--- src/rtl/occ_defines.svh ---
// Purpose: constants for the group offset code control block
// Assumes: 12-bit codes, 25 MHz logic clock
// Notes:   register indices are word addresses on the plain register port
`ifndef OCC_DEFINES_SVH
`define OCC_DEFINES_SVH

`define OCC_CODE_W          12
`define OCC_ADDR_W          4
`define OCC_DATA_W          16
// register indices
`define OCC_ADDR_CONFIG     4'h0
`define OCC_ADDR_CODE_A     4'h1
`define OCC_ADDR_CODE_B     4'h2
`define OCC_ADDR_STATUS     4'h3
// configuration fields
`define OCC_CFG_GAIN_BIT    0
`define OCC_CFG_RESET       1'h0
// straight binary defaults, gain six and gain four
`define OCC_DEF_GAIN6       12'h99a
`define OCC_DEF_GAIN4       12'haab
// twos complement form differs by the msb
`define OCC_FMT_FLIP        12'h800
`define OCC_CODE_ZERO       12'h000

`endif

--- src/rtl/occ_pkg.sv ---
// Purpose: types for the group offset code control block
// Assumes: nothing
// Notes:   none
package occ_pkg;
    typedef enum logic {
        OCC_GAIN4,
        OCC_GAIN6
    } occ_gain_type;

    typedef enum logic [1:0] {
        OCC_ST_RESET,
        OCC_ST_RUN,
        OCC_ST_RELOAD
    } occ_state_type;
endpackage : occ_pkg

--- src/rtl/occ_code_if.sv ---
// Purpose: carries one group code and its controls between modules
// Assumes: one clock
// Notes:   none
`timescale 1ns/100ps
`include "occ_defines.svh"
interface occ_code_if;
    logic                   load_default;
    logic                   write_en;
    logic [`OCC_CODE_W-1:0] write_data;
    logic [`OCC_CODE_W-1:0] default_code;
    logic [`OCC_CODE_W-1:0] code;
    logic [`OCC_CODE_W-1:0] code_binary;

    modport ctrl (output load_default, write_en, write_data, default_code,
                  input code, code_binary);
    modport store (input load_default, write_en, write_data, default_code,
                   output code, code_binary);
endinterface : occ_code_if

--- src/rtl/occ_group_code.sv ---
// Purpose: holds one group's offset code
// Assumes: default code already in the written format
// Notes:   a default load wins over a host write in the same cycle
`timescale 1ns/100ps
`include "occ_defines.svh"
module occ_group_code (
    // clock and reset
    input  wire logic clock_i,
    input  wire logic nrst_i,
    // format
    input  wire logic twos_fmt_i,
    // code port
    occ_code_if.store cif
);
    logic [`OCC_CODE_W-1:0] code_r;

    function automatic logic [`OCC_CODE_W-1:0] to_binary(input logic [`OCC_CODE_W-1:0] c,
                                                       input logic tc);
        to_binary = tc ? (c ^ `OCC_FMT_FLIP) : c;
    endfunction : to_binary

    always_ff @(posedge clock_i) begin
        if (!nrst_i) begin
            code_r <= `OCC_CODE_ZERO;
        end else if (cif.load_default) begin
            code_r <= cif.default_code;
        end else if (cif.write_en) begin
            code_r <= cif.write_data;
        end
    end

    assign cif.code        = code_r;
    assign cif.code_binary = to_binary(code_r, twos_fmt_i);
endmodule : occ_group_code

--- src/rtl/occ_power_gate.sv ---
// Purpose: gates the offset converter drive in single-supply operation
// Assumes: supply mode is a static strap
// Notes:   output amplifier enable low means high impedance
`timescale 1ns/100ps
`include "occ_defines.svh"
module occ_power_gate (
    // clock and reset
    input  wire logic                   clock_i,
    input  wire logic                   nrst_i,
    // control
    input  wire logic                   single_supply_i,
    input  wire logic [`OCC_CODE_W-1:0] code_i,
    // converter drive
    output logic                        power_on_o,
    output logic                        amp_en_o,
    output logic [`OCC_CODE_W-1:0]      drive_code_o
);
    always_ff @(posedge clock_i) begin
        if (!nrst_i) begin
            power_on_o   <= 1'b0;
            amp_en_o     <= 1'b0;
            drive_code_o <= `OCC_CODE_ZERO;
        end else begin
            power_on_o   <= !single_supply_i;
            amp_en_o     <= !single_supply_i;
            drive_code_o <= single_supply_i ? `OCC_CODE_ZERO : code_i;
        end
    end
endmodule : occ_power_gate

--- src/rtl/occ_offset_code_control.sv ---
// Purpose: control of the two group offset codes of an eight-channel converter
// Assumes: register port and straps synchronous to clock_i
// Notes:   drive codes to the converters are always straight binary
//
// Overview of operation
// - two independent 12-bit codes, one per four-channel group
// - larger code drives the group outputs more negative
// - zero channel code output is -vref*(gain-1)*code/4096
// - after reset each code loads the default for format and range
// - a gain change reloads each code with the new gain default
// - single supply powers converters off, amplifiers high impedance
// - symmetric bipolar defaults 99ah gain six, aabh gain four
// - trimmed defaults 2458 and 2731, per group, may differ one step
// - format pin high twos complement, low straight binary
// - gain comes from the configuration gain bit
// - read back returns the code in the written format
//
// Implementation choices: strobed register access and the address map.
`timescale 1ns/100ps
`include "occ_defines.svh"
module occ_offset_code_control #(
    parameter logic [`OCC_CODE_W-1:0] TRIM_A_GAIN6 = `OCC_DEF_GAIN6,
    parameter logic [`OCC_CODE_W-1:0] TRIM_A_GAIN4 = `OCC_DEF_GAIN4,
    parameter logic [`OCC_CODE_W-1:0] TRIM_B_GAIN6 = `OCC_DEF_GAIN6,
    parameter logic [`OCC_CODE_W-1:0] TRIM_B_GAIN4 = `OCC_DEF_GAIN4
) (
    // clock and reset
    input  wire logic                   clock_i,
    input  wire logic                   nrst_i,
    // straps
    input  wire logic                   number_format_select_pin_i,
    input  wire logic                   single_supply_i,
    // register port
    input  wire logic [`OCC_ADDR_W-1:0] reg_addr_i,
    input  wire logic [`OCC_DATA_W-1:0] reg_wdata_i,
    input  wire logic                   reg_wr_i,
    input  wire logic                   reg_rd_i,
    output logic      [`OCC_DATA_W-1:0] reg_rdata_o,
    // offset converter drive, group a
    output logic      [`OCC_CODE_W-1:0] offset_code_a_o,
    output logic                        offset_power_a_o,
    output logic                        offset_amp_en_a_o,
    // offset converter drive, group b
    output logic      [`OCC_CODE_W-1:0] offset_code_b_o,
    output logic                        offset_power_b_o,
    output logic                        offset_amp_en_b_o,
    // selected gain
    output logic                        gain_six_o
);
    occ_pkg::occ_state_type state_r;
    occ_pkg::occ_state_type state_nxt;
    logic                   gain_r;
    logic                   gain_nxt;
    logic                   twos_r;
    logic                   load_default;
    logic                   wr_cfg;

    occ_code_if cif_a ();
    occ_code_if cif_b ();

    // default in the written format
    function automatic logic [`OCC_CODE_W-1:0] fmt_default(input logic [`OCC_CODE_W-1:0] g6,
                                                         input logic [`OCC_CODE_W-1:0] g4,
                                                         input logic gain6,
                                                         input logic tc);
        logic [`OCC_CODE_W-1:0] b;
        b = gain6 ? g6 : g4;
        fmt_default = tc ? (b ^ `OCC_FMT_FLIP) : b;
    endfunction : fmt_default

    assign wr_cfg   = reg_wr_i && (reg_addr_i == `OCC_ADDR_CONFIG);
    assign gain_nxt = wr_cfg ? reg_wdata_i[`OCC_CFG_GAIN_BIT] : gain_r;

    // format strap caught after reset release and held
    always_ff @(posedge clock_i) begin
        if (!nrst_i) begin
            twos_r <= 1'b0;
        end else if (state_r == occ_pkg::OCC_ST_RESET) begin
            twos_r <= number_format_select_pin_i;
        end
    end

    always_ff @(posedge clock_i) begin
        if (!nrst_i) begin
            gain_r <= `OCC_CFG_RESET;
        end else begin
            gain_r <= gain_nxt;
        end
    end

    always_comb begin
        state_nxt = state_r;
        unique case (state_r)
            occ_pkg::OCC_ST_RESET: begin
                state_nxt = occ_pkg::OCC_ST_RELOAD;
            end
            occ_pkg::OCC_ST_RUN: begin
                if (gain_nxt != gain_r) begin
                    state_nxt = occ_pkg::OCC_ST_RELOAD;
                end
            end
            occ_pkg::OCC_ST_RELOAD: begin
                state_nxt = (gain_nxt != gain_r) ? occ_pkg::OCC_ST_RELOAD
                                                 : occ_pkg::OCC_ST_RUN;
            end
            default: begin
                state_nxt = occ_pkg::OCC_ST_RESET;
            end
        endcase
    end

    always_ff @(posedge clock_i) begin
        if (!nrst_i) begin
            state_r <= occ_pkg::OCC_ST_RESET;
        end else begin
            state_r <= state_nxt;
        end
    end

    assign load_default = (state_r == occ_pkg::OCC_ST_RELOAD);

    // group a controls
    assign cif_a.load_default = load_default;
    assign cif_a.write_en     = reg_wr_i && (reg_addr_i == `OCC_ADDR_CODE_A);
    assign cif_a.write_data   = reg_wdata_i[`OCC_CODE_W-1:0];
    assign cif_a.default_code = fmt_default(TRIM_A_GAIN6, TRIM_A_GAIN4, gain_r, twos_r);

    // group b controls
    assign cif_b.load_default = load_default;
    assign cif_b.write_en     = reg_wr_i && (reg_addr_i == `OCC_ADDR_CODE_B);
    assign cif_b.write_data   = reg_wdata_i[`OCC_CODE_W-1:0];
    assign cif_b.default_code = fmt_default(TRIM_B_GAIN6, TRIM_B_GAIN4, gain_r, twos_r);

    occ_group_code u_code_a (
        .clock_i    (clock_i),
        .nrst_i     (nrst_i),
        .twos_fmt_i (twos_r),
        .cif        (cif_a)
    );

    occ_group_code u_code_b (
        .clock_i    (clock_i),
        .nrst_i     (nrst_i),
        .twos_fmt_i (twos_r),
        .cif        (cif_b)
    );

    // straight binary code to the converter; higher code, more negative output
    occ_power_gate u_gate_a (
        .clock_i         (clock_i),
        .nrst_i          (nrst_i),
        .single_supply_i (single_supply_i),
        .code_i          (cif_a.code_binary),
        .power_on_o      (offset_power_a_o),
        .amp_en_o        (offset_amp_en_a_o),
        .drive_code_o    (offset_code_a_o)
    );

    occ_power_gate u_gate_b (
        .clock_i         (clock_i),
        .nrst_i          (nrst_i),
        .single_supply_i (single_supply_i),
        .code_i          (cif_b.code_binary),
        .power_on_o      (offset_power_b_o),
        .amp_en_o        (offset_amp_en_b_o),
        .drive_code_o    (offset_code_b_o)
    );

    // read data one cycle after the strobe, zero otherwise
    always_ff @(posedge clock_i) begin
        if (!nrst_i) begin
            reg_rdata_o <= '0;
        end else if (reg_rd_i) begin
            unique case (reg_addr_i)
                `OCC_ADDR_CONFIG: reg_rdata_o <= {{(`OCC_DATA_W-1){1'b0}}, gain_r};
                `OCC_ADDR_CODE_A: reg_rdata_o <= {4'h0, cif_a.code};
                `OCC_ADDR_CODE_B: reg_rdata_o <= {4'h0, cif_b.code};
                `OCC_ADDR_STATUS: reg_rdata_o <= {13'h0000, load_default, single_supply_i,
                                                  twos_r};
                default:          reg_rdata_o <= '0;
            endcase
        end else begin
            reg_rdata_o <= '0;
        end
    end

    assign gain_six_o = gain_r;
endmodule : occ_offset_code_control

--- config.mk ---
export PLATFORM = sky130hd
export DESIGN_NAME = occ_offset_code_control
export DESIGN_NICKNAME = d
export VERILOG_FILES = /design/src/rtl/occ_pkg.sv /design/src/rtl/occ_code_if.sv /design/src/rtl/occ_group_code.sv /design/src/rtl/occ_power_gate.sv /design/src/rtl/occ_offset_code_control.sv
export VERILOG_INCLUDE_DIRS = /design/src /design/src/rtl
export SDC_FILE = /design/constraint.sdc
export NUM_CORES = 1
export LEC_CHECK = 0
export ABC_AREA = 1
export BUFFER_PORTS_ARGS = -buffer_cell sky130_fd_sc_hd__buf_2
export CORE_MARGIN = 1.5
export CORE_UTILIZATION = 40
export CTS_CLUSTER_SIZE = 30
export DETAILED_ROUTE_END_ITERATION = 6
export PLACE_DENSITY_LB_ADDON = 0.25
export SLEW_MARGIN = 20
export SYNTH_ARGS = -nofsm -noshare
export SYNTH_HDL_FRONTEND = slang
export SYNTH_SLANG_ARGS = --single-unit
--- constraint.sdc ---
create_clock -name clock_i -period 2.2 [get_ports clock_i]
set_clock_uncertainty 0.05 [all_clocks]
set_input_delay 0.33 -clock clock_i [delete_from_list [all_inputs] [get_ports clock_i]]
set_output_delay 0.33 -clock clock_i [all_outputs]
set_load 0.02 [all_outputs]
Yosys cells after proc, flatten, opt, wreduce, memory -nomap -nowiden
Index checks and enable logic that the tools add are counted.

word-level totals
  input port bits = 26
  output and inout port bits = 45
  flip-flop bits (word level) = 69
  word-level logic and storage cells = 43

operators by class
  reductions and logical operators = 10
  equality and inequality tests = 7
  mux-type cells = 13
  bitwise operators = 4

operators with widths
  cell                  number
  $mux W12              7
  $pmux W12 S4          1
  $mux W10              1
  $eq A4 B2 Y1 const B  2
  $pmux W2 S3           1
  $eq A4 B1 Y1 const B  1
  $logic_not A4 Y1      1
  $mux W2               2
  $reduce_bool A2 Y1    2
  $logic_and A1 B1 Y1   3
  $not A1 Y1            3
  $eq A2 B1 Y1 const B  1
  $eq A2 B2 Y1 const B  1
  $logic_not A2 Y1      1
  $ne A2 B2 Y1 const B  1
  $reduce_and A2 Y1     1
  $reduce_or A2 Y1      1
  $logic_not A1 Y1      1
  $mux W1               1
  $ne A1 B1 Y1          1
  $not A1 Y1 const A    1

Logic depth before layout (Yosys ltp)
  depth in word-level cells = 6
  mapped depth = 8
  gate-level depth less buffers = 8

Modules after synthesis
Synthesis repeated with hierarchy kept, for this count alone.

second synthesis, totals
  cells, all modules = 400
  area, all modules = 2,999.1 um^2

by module, submodules not included
  module                   area each (um^2)  seq. area each (um^2)  times used  cells each
  occ_group_code           703.2             240.2                  2           103
  occ_power_gate           410.4             260.2                  2           42
  occ_offset_code_control  772.0             320.3                  1           110

Least setup slack after synthesis
Ideal clock, no wire load.

  path kind = reg-to-reg
  from = reg state_r[1]
  to = reg u_code_a.code_r[1], in the netlist u_code_a.cif.code[1]
  arrival = 998 ps
  required time = 2,031 ps
  stages on the path, launching flop included = 7
  slack = 1,033 ps
  library setup time = 119 ps
  period minus slack after synthesis = 1,167 ps
  path through = dfxtp_1 > inv_1 > nor2_4 > buf_6 > or2_2 > o21ai_0 > a21oi_1

on the way
  cells in the longest elaborated chain, start to end = 2
  elaborated cells between the ends (all ways) = 3
  classes of those cells = eq/ne (1); mux (1); reduce/logical (1)

ends and longest elaborated chain
  what                                                   line                            source
  start, declared                                        occ_offset_code_control.sv:50   occ_pkg::occ_state_type state_r;
  start signal, assigned                                 occ_offset_code_control.sv:114  state_r <= occ_pkg::OCC_ST_RESET;
  start signal, assigned                                 occ_offset_code_control.sv:116  state_r <= state_nxt;
  $eq A2 B2 Y1 (*)                                       occ_offset_code_control.sv:120  assign load_default = (state_r == occ_pkg::OCC_ST_RELOAD);
  $mux W12 / $reduce_bool A2 Y1 (equally long branches)  n/a
  end signal, assigned                                   occ_group_code.sv:24            code_r <= `OCC_CODE_ZERO;
  end signal, assigned                                   occ_group_code.sv:26            code_r <= cif.default_code;
  end signal, assigned                                   occ_group_code.sv:28            code_r <= cif.write_data;
  end, declared                                          occ_group_code.sv:15            logic [`OCC_CODE_W-1:0] code_r;

Mark *: on every way between the ends. The rest lies on a longest branch, timed or not.
A chain may end at the register's enable or synchronous reset.

Worst setup path in the final report
  from = reg state_r[1]
  to = reg u_code_a.code_r[4], in the netlist u_code_a.cif.code[4]

Same word-level chain as after synthesis.

==> flow_summary.ini <==
[power_and_ir_drop]
clockPowerShare_pct = 35.7
vdd_drop_max_v = 0.000354
sw_frac_of_total_pct = 27.8
p_seq_share_pct = 50.7
total_power_mw = 2.59
cellPowerDensity_nw_per_um2 = 896
p_leak_nw = 1.36
combinationalPowerShare_pct = 13.6
p_int_mw = 1.87
p_switching_uw = 718

[global_routing]
gr-usage-met1_pct = 22.1
grt_pass1_wl_mm = 8.42
grt_use_met3_pct = 5.34
use_met2_pct = 28.2
grt_pass1_vias = 1770
grt_max_degree = 25
antenna_found_initial = 0
grtUsageTotal_pct = 17.8
busiest_layer = met2
grt-ovfl-total = 0

[placement]
numPortBuffers = 62
dpl.hpwl_mm = 3.63
place.gp.congestion = 0.828
place_inst = 432
postPlaceCellArea_um2 = 2710
pre_cts_ws_ns = 0.662

[floorplan]
row_count = 28
core_um2 = 5850
die_y_um = 80.4
die_area_um2 = 6460
die_w_um = 80.4
start_util_pct = 41.0
io-pin-count = 71

[clocking]
cts_tree = built
clk_pin_slew_ns = 0.07
clkSinkCount = 65
clk_latency_ns = 0.34
cts_root_buf = clkbuf_8
ctsLongestPathBuffers = 2
cts_made_buffers = 9
cts_setup_buffers = 0
cts_hold_buf = 0
htree_levels = 3
cts_resized = 0

[synth]
synth_ff_type = dfxtp_1
synth_area_per_cell_um2 = 7.80
synth_top_cells_by_count = 65 x dfxtp_1, 62 x nor2_1, 55 x nand2_1, 37 x inv_1, 23 x o21ai_0
yosys.area.top_type_share_pct = 54.3
synthArstFlopShare_pct = 0
ys_seq_elements = 65
yosysSeqAreaShare_pct = 54.3
synth_cell_type_count = 23
yosysMostFrequentCell = dfxtp_1
synthTopCellsByArea = dfxtp_1 54%, nor2_1 9.7%, nand2_1 8.6%
yosysWarnings = 0
synth_edf_count = 0
yosys.area.top_type = dfxtp_1
syn_inst = 307
syn_area_um2 = 2400

[final_layout]
drive_gt1_share_pct = 25.0
area_growth_pct = 20.5
multi_input_area_um2 = 830
diodes = 0
seqCellArea_um2 = 1300
nFillCells = 603
fin_util_pct = 49.4
layout.nets = 394
finalNonFillerCells = 447
fin_area_um2 = 2890

[setup_path]
worstSetupPathType = reg -> reg
slowest_delay_ns = 0.35
cp_common_cell = nor2_1
end_kind = flop
cp.required_ns = 2.38
cp-start-kind = flop
crit_fanout = 12
critPathArrivalTime_ns = 1.62
cp_cell_sequence = inv_1 -> nor2_4 -> inv_4 -> nand2_4 -> inv_2 -> nor2_1 -> nor2_1
slowest_stage = dfxtp_1

[sta]
rsz0062_at_grt = no
setup_tns_ns = 0
final-hold-violation-count = 0
period_share_pct = 65.2
layout_setup_ws_ns = 0.766
holdWs_ns = 0.138
post-route-min-period_ns = 1.43
max_freq_mhz = 697
drv_slew = 0
finalSetupViolCount = 0

[routing]
via_per_inst = 4.43
drc = 0
route.vias.total = 1980
route.final.wire_length_mm = 5.24
firstDrtPassIters = 4
wl_per_cell_um = 11.7
detail-route-antenna-nets = 0
drt_iter0_drc = 101

[outcome]
status = finished, final reports clean

[min_path]
hold_class = in -> reg

[run]
maxCapViolations = 0
==> logic make-up after synthesis <==
| kind of cell | count (synthesis) | synth area share (%) |
|---|---|---|
| buffers and inverters | 60 | 11.5 |
| AND/OR/NAND/NOR | 131 | 23.0 |
| XOR/XNOR | 2 | 0.731 |
| other | 1 | 0.157 |
| flip-flops | 65 | 54.3 |
| AO/OA/AOI/OAI | 48 | 10.3 |
==> power by group through the flow <==
stage	Clock (mW)	Sequential, mW	Combinational [mW]
6_report	0.923	1.31	0.350
5_1_grt	0.994	1.32	0.398
4_1_cts	0.942	1.31	0.354
3_5_place_dp	0	1.34	0.352
3_3_place_gp	0	1.34	0.346
2_1_floorplan	0	1.36	0.249
==> flip-flops by register name (all words and copies together) (netlist names) <==
| name | cells |
|---|---|
| reg_rdata_o | 12 |
| u_code_a.cif.code | 12 |
| u_code_b.cif.code | 12 |
| u_gate_a.drive_code_o | 12 |
| u_gate_b.drive_code_o | 12 |
| state_r | 2 |
| gain_six_o | 1 |
| twos_r | 1 |
| u_gate_a.power_on_o | 1 |
==> layout by cell type (no fill, tap or decap), drive strengths merged, types with 2 or more instances in the layout <==
| cell | count |
|---|---|
| o211ai | 2 |
| conb | 4 |
| dfxtp | 65 |
| clkinv | 3 |
| nand2 | 57 |
| buf | 62 |
| inv | 43 |
| or2 | 3 |
| xnor2 | 2 |
| nand3 | 5 |
| a21oi | 22 |
| o21ai | 23 |
| nor2 | 66 |
| clkbuf | 13 |
==> cell type report <==
class,count,share of cell area (%)
inverters,45,5.94
clock buffers,13,5.85
well taps,75,3.25
flip-flops and latches,65,45.1
multi-input cells,185,28.7
repair buffers,62,10.7
clock inverters,2,0.433
==> metal layers <==
metal	up-vias	share of wire, %
li1	1047	-
met1	873	48
met2	51	45
met3	9	5.9
met4	0	1.8
met5	-	0
==> critical path, delay by kind of cell (launching register included) <==
kind | cells | cell delay (ns)
buffers and inverters | 3 | 0.33
DFF | 1 | 0.35
and+or+nand+nor | 4 | 0.59
==> path summary, 6_finish.rpt <==
path                                                         from                             endpoint  slack (ns)  cells after the start
worst max-delay path                      state_r[1]$_SDFFE_PN0P_    u_code_a.cif.code[4]$_SDFFE_PN0P_        0.77                      7
worst min-delay path                              single_supply_i       u_gate_a.power_on_o$_SDFF_PN0_        0.14                      2
worst max register to register            state_r[1]$_SDFFE_PN0P_    u_code_a.cif.code[4]$_SDFFE_PN0P_        0.77                      7
worst min register to register  u_code_a.cif.code[4]$_SDFFE_PN0P_  u_gate_a.drive_code_o[4]$_SDFF_PP0_        0.39                      2
Power figures use the tool's default switching activity.
